===== src/core/lbs_pkg.sv =====
// Package: constants and carriers for the local bus status and strap block
package lbs_pkg;
  localparam logic [2:0] CYC_INTA = 3'h0;
  localparam logic [2:0] CYC_IO_RD = 3'h1;
  localparam logic [2:0] CYC_IO_WR = 3'h2;
  localparam logic [2:0] CYC_HALT = 3'h3;
  localparam logic [2:0] CYC_FETCH = 3'h4;
  localparam logic [2:0] CYC_MEM_RD = 3'h5;
  localparam logic [2:0] CYC_MEM_WR = 3'h6;
  localparam logic [2:0] CYC_PASSIVE = 3'h7;
  localparam logic [1:0] QS_NONE = 2'h0;
  localparam logic [1:0] QS_FIRST = 2'h1;
  localparam logic [1:0] QS_EMPTY = 2'h2;
  localparam logic [1:0] QS_NEXT = 2'h3;
  localparam int MODE_SAMPLE_SYSTEM_CLOCK_OUT = 4;
  localparam int WAIT_POLL_CLKS = 5;
  localparam logic [3:0] MODE_SAMPLE_LAST = 4'(2 * MODE_SAMPLE_SYSTEM_CLOCK_OUT - 1);
  localparam logic [2:0] WAIT_POLL_LAST = 3'(WAIT_POLL_CLKS - 1);
  // Register offsets (word aligned)
  localparam logic [3:0] REG_CTRL = 4'h0;
  localparam logic [3:0] REG_UPPER = 4'h4;
  localparam logic [3:0] REG_STATUS = 4'h8;
  localparam logic [3:0] REG_TIMER = 4'hc;
  localparam logic [31:0] CTRL_RST = 32'h0;
  localparam logic [31:0] UPPER_RST = 32'h0;
  localparam logic [31:0] TIMER_RST = 32'h0;
  localparam int CTRL_WAIT_BIT = 0;
  localparam int CTRL_IE_BIT = 1;
  localparam int CTRL_HOLD_BIT = 2;
  localparam int CTRL_REQ_BIT = 3;
  localparam int CTRL_DIR_BIT = 4;
  localparam int CTRL_MEM_BIT = 5;
  localparam int CTRL_FETCH_BIT = 6;
  localparam int CTRL_QS_LO = 8;
  localparam int TMR_EDGE0_BIT = 0;
  localparam int TMR_EDGE1_BIT = 1;
  localparam int TMR_CONT0_BIT = 2;
  localparam int TMR_CONT1_BIT = 3;
  localparam int TMR_DIV_LO = 8;
  typedef struct packed {
    logic [2:0] code;
    logic [2:0] code_oe_n;
    logic wr_out;
    logic wr_oe_n;
    logic ale_out;
    logic ale_oe_n;
    logic rd_out;
    logic rd_oe_n;
  } lbs_bus_pins_s;
endpackage


===== src/core/lbs_top.sv =====
// Local bus status, strap and pin logic with Wishbone register slave
`timescale 1ns/10ps
module lbs_top
(
  input wire logic sys_clk,
  input wire logic srst,
  input wire logic [3:0] wb_adr_i,
  input wire logic [31:0] wb_dat_i,
  output logic [31:0] wb_dat_o,
  input wire logic wb_we_i,
  input wire logic [3:0] wb_sel_i,
  input wire logic wb_cyc_i,
  input wire logic wb_stb_i,
  output logic wb_ack_o,
  input wire logic sync_ready_in,
  input wire logic async_ready_in,
  input wire logic test_strap_in,
  input wire logic timer_input_zero,
  input wire logic timer_input_one,
  output logic timer_output_zero,
  output logic timer_output_one,
  input wire logic [19:0] mem_addr,
  input wire logic upper_memory_select_in,
  input wire logic lower_memory_select_in,
  output logic upper_memory_select,
  output logic upper_memory_select_oe_n,
  input wire logic read_strobe_queue_strap_in,
  output lbs_pkg::lbs_bus_pins_s bus_pins,
  output logic bus_hold_grant,
  output logic system_clock_out,
  output logic enhanced_mode,
  output logic float_all,
  output logic int_service
);
  logic rst_d_ff;
  logic clk_div_ff;
  logic clk_en;
  logic [3:0] strap_cnt_ff;
  logic strap_hi_ff;
  logic enhanced_ff;
  logic float_ff;
  logic qs_mode_ff;
  logic strap_done_ff;
  logic [31:0] ctrl_ff;
  logic [31:0] upper_ff;
  logic [31:0] timer_ff;
  logic ack_ff;
  logic [31:0] rdata_ff;
  logic async_rdy_s;
  logic tin0_s;
  logic tin1_s;
  logic tin0_d_ff;
  logic tin1_d_ff;
  logic waiting_ff;
  logic [2:0] poll_ff;
  logic cyc_active_ff;
  logic [2:0] code_ff;
  logic wr_n_ff;
  logic ale_ff;
  logic rd_n_ff;
  logic [1:0] qs_ff;
  logic [15:0] tcnt0_ff;
  logic [15:0] tcnt1_ff;
  logic tout0_ff;
  logic tout1_ff;
  logic upper_sel_n_ff;
  logic ready;
  logic hold;
  logic wb_req;
  logic [15:0] tdiv;
  logic [19:0] upper_base;
  ////////////////////////////////////////////////////////////////////////////
  // Clock output and strap capture
  always_ff @(posedge sys_clk)
  begin
    if (srst)
      clk_div_ff <= 1'b0;
    else
      clk_div_ff <= ~clk_div_ff;
  end
  assign clk_en = clk_div_ff;
  assign system_clock_out = clk_div_ff;
  always_ff @(posedge sys_clk)
  begin
    if (srst)
      rst_d_ff <= 1'b1;
    else
      rst_d_ff <= 1'b0;
  end
  // Straps caught on the first clock after release, never under reset
  always_ff @(posedge sys_clk)
  begin
    if (srst)
    begin
      strap_cnt_ff <= 4'h0;
      strap_hi_ff <= 1'b0;
      enhanced_ff <= 1'b0;
      float_ff <= 1'b0;
      qs_mode_ff <= 1'b0;
      strap_done_ff <= 1'b0;
    end
    else if (rst_d_ff)
    begin
      strap_hi_ff <= test_strap_in;
      float_ff <= ~upper_memory_select_in & ~lower_memory_select_in;
      qs_mode_ff <= ~read_strobe_queue_strap_in;
      strap_cnt_ff <= 4'h0;
    end
    else if (!strap_done_ff)
    begin
      if (strap_cnt_ff == lbs_pkg::MODE_SAMPLE_LAST)
      begin
        enhanced_ff <= strap_hi_ff & ~test_strap_in;
        strap_done_ff <= 1'b1;
      end
      else
        strap_cnt_ff <= strap_cnt_ff + 4'h1;
    end
  end
  assign enhanced_mode = enhanced_ff;
  assign float_all = float_ff;
  ////////////////////////////////////////////////////////////////////////////
  // Wishbone slave
  assign wb_req = wb_cyc_i & wb_stb_i & ~ack_ff;
  always_ff @(posedge sys_clk)
  begin
    if (srst)
      ack_ff <= 1'b0;
    else
      ack_ff <= wb_req;
  end
  assign wb_ack_o = ack_ff;
  always_ff @(posedge sys_clk)
  begin
    if (srst)
    begin
      ctrl_ff <= lbs_pkg::CTRL_RST;
      upper_ff <= lbs_pkg::UPPER_RST;
      timer_ff <= lbs_pkg::TIMER_RST;
    end
    else if (wb_req && wb_we_i)
    begin
      for (int b = 0; b < 4; b++)
      begin
        if (wb_sel_i[b])
        begin
          unique case (wb_adr_i)
            lbs_pkg::REG_CTRL: ctrl_ff[b*8 +: 8] <= wb_dat_i[b*8 +: 8];
            lbs_pkg::REG_UPPER: upper_ff[b*8 +: 8] <= wb_dat_i[b*8 +: 8];
            lbs_pkg::REG_TIMER: timer_ff[b*8 +: 8] <= wb_dat_i[b*8 +: 8];
            default: ;
          endcase
        end
      end
    end
  end
  always_ff @(posedge sys_clk)
  begin
    if (srst)
      rdata_ff <= 32'h0;
    else if (wb_req)
    begin
      unique case (wb_adr_i)
        lbs_pkg::REG_CTRL: rdata_ff <= ctrl_ff;
        lbs_pkg::REG_UPPER: rdata_ff <= upper_ff;
        lbs_pkg::REG_TIMER: rdata_ff <= timer_ff;
        lbs_pkg::REG_STATUS: rdata_ff <= {16'h0, qs_ff, tout1_ff, tout0_ff, tin1_s, tin0_s, upper_sel_n_ff,
          cyc_active_ff, ready, waiting_ff, float_ff, qs_mode_ff, enhanced_ff, code_ff};
        default: rdata_ff <= 32'h0;
      endcase
    end
  end
  assign wb_dat_o = rdata_ff;
  ////////////////////////////////////////////////////////////////////////////
  // Ready and wait
  lbs_sync u_async_rdy (.sys_clk(sys_clk), .srst(srst), .d(async_ready_in), .q(async_rdy_s));
  assign ready = sync_ready_in | async_rdy_s;
  assign hold = ctrl_ff[lbs_pkg::CTRL_HOLD_BIT];
  assign bus_hold_grant = hold & ~float_ff;
  always_ff @(posedge sys_clk)
  begin
    if (srst)
    begin
      waiting_ff <= 1'b0;
      poll_ff <= 3'h0;
    end
    else if (!waiting_ff)
    begin
      waiting_ff <= ctrl_ff[lbs_pkg::CTRL_WAIT_BIT] & test_strap_in & strap_done_ff;
      poll_ff <= 3'h0;
    end
    else if (poll_ff == lbs_pkg::WAIT_POLL_LAST)
    begin
      poll_ff <= 3'h0;
      waiting_ff <= test_strap_in;
    end
    else
      poll_ff <= poll_ff + 3'h1;
  end
  // Interrupts still taken while suspended
  assign int_service = waiting_ff & ctrl_ff[lbs_pkg::CTRL_IE_BIT];
  ////////////////////////////////////////////////////////////////////////////
  // Bus cycle sequencing
  always_ff @(posedge sys_clk)
  begin
    if (srst)
    begin
      cyc_active_ff <= 1'b0;
      code_ff <= lbs_pkg::CYC_PASSIVE;
      wr_n_ff <= 1'b1;
      ale_ff <= 1'b0;
      rd_n_ff <= 1'b1;
    end
    else if (clk_en)
    begin
      ale_ff <= 1'b0;
      if (!cyc_active_ff && ctrl_ff[lbs_pkg::CTRL_REQ_BIT] && !hold && !waiting_ff)
      begin
        cyc_active_ff <= 1'b1;
        ale_ff <= 1'b1;
        code_ff <= {ctrl_ff[lbs_pkg::CTRL_MEM_BIT], ctrl_ff[lbs_pkg::CTRL_DIR_BIT],
          ~ctrl_ff[lbs_pkg::CTRL_DIR_BIT] & ~ctrl_ff[lbs_pkg::CTRL_FETCH_BIT]};
        wr_n_ff <= ~ctrl_ff[lbs_pkg::CTRL_DIR_BIT];
        rd_n_ff <= ctrl_ff[lbs_pkg::CTRL_DIR_BIT];
      end
      else if (cyc_active_ff && ready)
      begin
        cyc_active_ff <= 1'b0;
        code_ff <= lbs_pkg::CYC_PASSIVE;
        wr_n_ff <= 1'b1;
        rd_n_ff <= 1'b1;
      end
    end
  end
  always_ff @(posedge sys_clk)
  begin
    if (srst)
      qs_ff <= lbs_pkg::QS_NONE;
    else
      qs_ff <= ctrl_ff[lbs_pkg::CTRL_QS_LO +: 2];
  end
  always_comb
  begin
    bus_pins.code = code_ff;
    bus_pins.code_oe_n = {3{hold | float_ff}};
    bus_pins.rd_out = rd_n_ff;
    bus_pins.rd_oe_n = hold | float_ff;
    if (qs_mode_ff)
    begin
      bus_pins.wr_out = qs_ff[1];
      bus_pins.ale_out = qs_ff[0];
      bus_pins.wr_oe_n = hold | float_ff | srst;
      bus_pins.ale_oe_n = float_ff;
    end
    else
    begin
      bus_pins.wr_out = wr_n_ff;
      bus_pins.ale_out = ale_ff;
      bus_pins.wr_oe_n = hold | float_ff | srst;
      bus_pins.ale_oe_n = hold | float_ff;
    end
  end
  ////////////////////////////////////////////////////////////////////////////
  // Upper select, compared on the full 20-bit address
  assign upper_base = upper_ff[19:0];
  always_ff @(posedge sys_clk)
  begin
    if (srst)
      upper_sel_n_ff <= 1'b1;
    else
      upper_sel_n_ff <= ~(cyc_active_ff & code_ff[2] & (mem_addr >= upper_base));
  end
  assign upper_memory_select = upper_sel_n_ff;
  assign upper_memory_select_oe_n = float_ff;
  ////////////////////////////////////////////////////////////////////////////
  // Timers
  lbs_sync u_tin0 (.sys_clk(sys_clk), .srst(srst), .d(timer_input_zero), .q(tin0_s));
  lbs_sync u_tin1 (.sys_clk(sys_clk), .srst(srst), .d(timer_input_one), .q(tin1_s));
  assign tdiv = timer_ff[lbs_pkg::TMR_DIV_LO +: 16];
  always_ff @(posedge sys_clk)
  begin
    if (srst)
    begin
      tin0_d_ff <= 1'b0;
      tin1_d_ff <= 1'b0;
    end
    else
    begin
      tin0_d_ff <= tin0_s;
      tin1_d_ff <= tin1_s;
    end
  end
  // Edge mode counts rising edges; level mode counts clock-out ticks while high
  always_ff @(posedge sys_clk)
  begin
    if (srst)
    begin
      tcnt0_ff <= 16'h0;
      tout0_ff <= 1'b0;
    end
    else if (timer_ff[lbs_pkg::TMR_EDGE0_BIT] ? (tin0_s & ~tin0_d_ff) : (tin0_s & clk_en))
    begin
      if (tcnt0_ff >= tdiv)
      begin
        tcnt0_ff <= 16'h0;
        tout0_ff <= timer_ff[lbs_pkg::TMR_CONT0_BIT] ? ~tout0_ff : 1'b1;
      end
      else
      begin
        tcnt0_ff <= tcnt0_ff + 16'h1;
        if (!timer_ff[lbs_pkg::TMR_CONT0_BIT])
          tout0_ff <= 1'b0;
      end
    end
  end
  always_ff @(posedge sys_clk)
  begin
    if (srst)
    begin
      tcnt1_ff <= 16'h0;
      tout1_ff <= 1'b0;
    end
    else if (timer_ff[lbs_pkg::TMR_EDGE1_BIT] ? (tin1_s & ~tin1_d_ff) : (tin1_s & clk_en))
    begin
      if (tcnt1_ff >= tdiv)
      begin
        tcnt1_ff <= 16'h0;
        tout1_ff <= timer_ff[lbs_pkg::TMR_CONT1_BIT] ? ~tout1_ff : 1'b1;
      end
      else
      begin
        tcnt1_ff <= tcnt1_ff + 16'h1;
        if (!timer_ff[lbs_pkg::TMR_CONT1_BIT])
          tout1_ff <= 1'b0;
      end
    end
  end
  // Driven regardless of hold
  assign timer_output_zero = tout0_ff;
  assign timer_output_one = tout1_ff;
endmodule // lbs_top


===== src/core/lbs_sync.sv =====
// Two-flop synchroniser for level inputs
`timescale 1ns/10ps
module lbs_sync
(
  input wire logic sys_clk,
  input wire logic srst,
  input wire logic d,
  output logic q
);
  logic meta_ff;
  logic q_ff;
  always_ff @(posedge sys_clk)
  begin
    if (srst)
    begin
      meta_ff <= 1'b0;
      q_ff <= 1'b0;
    end
    else
    begin
      meta_ff <= d;
      q_ff <= meta_ff;
    end
  end
  assign q = q_ff;
endmodule // lbs_sync


===== config.mk =====
export PLATFORM = sky130hd
export DESIGN_NAME = lbs_top
export DESIGN_NICKNAME = d
export VERILOG_FILES = /design/src/core/lbs_pkg.sv /design/src/core/lbs_top.sv /design/src/core/lbs_sync.sv
export SDC_FILE = /design/constraint.sdc
export NUM_CORES = 1
export LEC_CHECK = 0
export BUFFER_PORTS_ARGS = -buffer_cell sky130_fd_sc_hd__buf_4
export CAP_MARGIN = 20
export CORE_MARGIN = 2
export CORE_UTILIZATION = 41
export CTS_CLUSTER_DIAMETER = 30
export DETAILED_ROUTE_END_ITERATION = 6
export GPL_TIMING_DRIVEN = 0
export MAX_ROUTING_LAYER = met4
export RECOVER_POWER = 100
export SLEW_MARGIN = 20
export SYNTH_ARGS = -nofsm -noshare
export SYNTH_HDL_FRONTEND = slang
export SYNTH_SLANG_ARGS = --single-unit
export TNS_END_PERCENT = 1

===== constraint.sdc =====
create_clock -name sys_clk -period 3.7 [get_ports sys_clk]
set_input_delay 0.74 -clock sys_clk [delete_from_list [all_inputs] [get_ports sys_clk]]
set_output_delay 0.74 -clock sys_clk [all_outputs]
set_load 0.02 [all_outputs]

==> results.txt <==
- Asr flop ratio synth: 0
* Slowest cell on the critical path: nor4b_1
* Core Footprint: 21800 µm²
- DP Area: 10400 µm²
- Worst-case reg-to-reg path depth: 8
* Post-CTS setup repair buffer count: 0
- The routed design has 25.0 mm of wire.
- R2r startpoint: timer_ff[21]
- For the worst setup path, the data required time is 4.08 ns.
- Die W: about 150 µm
- In this run the most critical hold path is launched from u_tin1.meta_ff.
- Slew Limit Fails: 7
- The number of gates resized after CTS was 0.
- The clock passes through at most 2 buffers.
- Family with the most delay on the worst path: simple AND/OR/NAND/NOR gates
- Across the VDD grid, the largest voltage drop is roughly 0.21 mV.
- Wire length per cell after detailed routing: about 17 µm
- Proportion of netlist area held by the largest area contributor: 0.429
- Routability-driven placement finished with a final weighted congestion of roughly 0.86.
* Pin count of the biggest net entering global routing: 21
- In the final layout, the share of cells above drive strength 1 is 0.115.
- The most used flip-flop cell after synthesis is dfxtp_1.
- Once detail routing completed, the nets flagged for antenna violations numbered 0.
- Yosys warning total: 0
- Along the worst path, the maximum fanout reaches 10.
- The worst setup path is launched from an input pin.
- Setup repair after global routing missed its margin: false
- Clock-pin slew was measured on the worst setup and hold paths at 0.08 ns.
* Via density per instance: 5.25
- The signal on the critical path passes through clkbuf_1, nor4b_1, clkbuf_1, a22oi_1, a21oi_1, a21oi_1, nor2_1.
- The critical path starts at wb_adr_i[3].
- After synthesis the cells add up to 9110 µm².
- Setup_tns: 0 ns
- In this run the critical register-to-register path is captured at tcnt0_ff[5].
* Failing checks: capacitance limit, slew limit
- Row generation in the floorplan step produced 54 rows.
- After routing the design area is about 11000 µm².
- Worst min-delay path category: reg -> reg
* Critical Path Sink Type: register
- H-Tree Depth: 4
- Synthesized area per cell: 9.04 µm²
* Total vias in the final route: 7589
- In the routed design, unresolved DRC markers number 0.
* Post-synth EDFFs: 0
* Number of failing setup endpoints in the final timing report: 0
- Post-detail-place hpwl: 18.9 mm
- Sequential standard cell area: 3900 µm²
* Multi-input gate area: 4800 µm²
* Register-to-register setup slack: 1.11 ns
- The flow ran to the end, but the final reports show violations.
- Port buffering added approximately 130 buffers.
- The routed design could run at a clock period as short as 2.94 ns.
* DRT iter0 DRCs: 570
- The hold violation count in the final report was 0.
- TritonCTS created 17 clock buffers.
* Biggest cell delay along the critical path: roughly 1.3 ns
- Flops & latches, synth: 195
* Global-route usage over all layers: 0.219
- The via count of the first global-routing pass is 7163.
* Number of antenna violations at the first check in global routing: 0
- Synth area leaders: dfxtp_1 (43%), mux2i_1 (11%), ha_1 (7.8%)
- End point of the most critical hold path: u_tin1.q
- The die is 153 µm tall.
- Slew at the pin with the worst max-slew slack: 1.58 ns
- When the netlist entered floorplanning its net count stood at approximately 1100.
* Hold-critical path depth: 1
* Top-level port count: 127
- Number of buffer and inverter instances along the worst setup path: 2
- Number of inserted filler cells in the final layout: 2141
- CTS tree: done
- The first global-routing pass estimated about 39 mm of wire.
* Cell leakage power: 3.97 nW
- Count of max-cap constraint violations: 1
* Period utilisation layout: 0.795
- Timing would allow up to between 300 and 400 MHz.
- The die covers 23400 µm².
- Insertion delay to the later sink of the worst-skew pair: ~0.45 ns
- Number of buffers added to fix hold violations after cts: 0
* Worst slew slack as a fraction of its limit: -0.0685
* Relative area change from synthesis to final layout: 18.5%
* Crit Path Class: in -> reg
* Antenna Diode Count: 0
- The first TritonRoute pass finished after 5 iterations.
- The netlist uses between 40 and 50 different library cells.
* Final worst clock skew: ~0.015 ns
* Pwr per Cell Area: slightly below 400 nW/µm²
* Starting utilization of the core area: 0.417
- Gate count after technology mapping: approximately 1000
- Of the synthesized area, sequential elements account for 0.429.
- Clock root cell: clkbuf_16
- Final global-route overflow total: 0
* TritonCTS Sinks: a little under 200
* Area leader, netlist: dfxtp_1
- For the worst setup path, the data arrival time is 3.32 ns.
* Net count, final: 1283
-- through the flow --
step / hold slack (ns) / worst slack (ns) / utilization / total power (W) / instances
2_1_floorplan: 0.414 / 1.66 / - / 0.00229 / 1008
3_3_place_gp: 0.430 / 0.853 / 0.477 / 0.00244 / 1414
3_5_place_dp: 0.422 / 0.822 / 0.477 / 0.00244 / 1414
4_1_cts: 0.445 / 1.26 / 0.504 / 0.00428 / 1446
5_1_grt: 0.465 / 0.543 / 0.495 / 0.00439 / 1446
6_report: 0.448 / 0.757 / 0.495 / 0.00425 / 1446
-- worst max-delay path by stage --
stage,cells after the start,slack (ns),to
CTS,9,1.26,tcnt1_ff[11]
global route,7,0.54,wb_dat_o[0]
global placement,8,0.85,upper_memory_select
detailed placement,8,0.82,upper_memory_select
finish,7,0.76,wb_dat_o[4]
floorplan,2,1.66,bus_pins[4]
-- cell usage after synthesis, drive strengths merged (2+ instances only) --
cell type  number
nor4b           3
a21oi          90
o21ai          14
and4            6
xnor2          12
o211ai          3
a21o            8
nor2          200
a31oi           2
a22oi          49
a211oi          4
nand4          10
a221oi          2
or3             4
or2             2
ha             57
buf            13
nand2          64
mux2i         103
mux2            2
o21a            2
nand3          14
and2            4
nor3           10
nand2b          7
o22ai           3
inv            44
xor2           19
dfxtp         195
o211a           2
clkbuf         35
nor2b          15
and3            5
-- cell usage in the layout (no fill, tap or decap), types with 44 or more instances in the layout --
cell / instances
a21oi_1: 90
a22oi_1: 49
buf_4: 80
clkbuf_1: 89
dfxtp_1: 195
ha_1: 57
inv_1: 44
mux2i_1: 103
nand2_1: 62
nor2_1: 189
-- logic make-up (layout without fill, tap and decap cells) --
kind of cell / Yosys count / after routing / share of synthesized area
fa+ha+maj: 57 / 57 / 0.0783
mux: 105 / 105 / 0.116
xor+xnor: 31 / 31 / 0.0298
flops: 195 / 195 / 0.429
simple gates: 346 / 346 / 0.184
compound gates: 182 / 182 / 0.122
buf+inv: 92 / 250 / 0.0416
-- state kept, by name, indices dropped and copies added, names as in the netlist, 2 cells and up --
register,count
ctrl_ff,32
code_ff,3
poll_ff,3
strap_cnt_ff,4
qs_ff,2
timer_ff,32
tcnt0_ff,16
upper_ff,32
wb_dat_o,32
tcnt1_ff,16
-- per-layer routing --
metal / part of all wire / wire length [µm] / track usage / vias up
met5: 0 / 0 / - / -
met4: 0.017 / 426 / 0.0525 / 0
met3: 0.054 / 1350 / 0.0434 / 29
met2: 0.46 / 11500 / 0.345 / 208
met1: 0.47 / 11700 / 0.292 / 3586
li1: - / - / - / 3766
-- power by group --
group / internal, W / switching, W
Clock: 0.000933 / 0.000937
Combinational: 0.0000977 / 0.000162
Sequential: 0.00211 / 0.0000113
Total: 0.00314 / 0.00111
-- layout make-up --
cell class | instances | share of cell area
buffer | 48 | 0.0194
clock buffer | 19 | 0.0410
clock inverter | 13 | 0.0150
inverter | 44 | 0.0153
multi-input combinational | 721 | 0.445
sequential | 195 | 0.362
tap | 280 | 0.0325
timing repair buffer | 126 | 0.0706
Power figures use the tool's default switching activity.
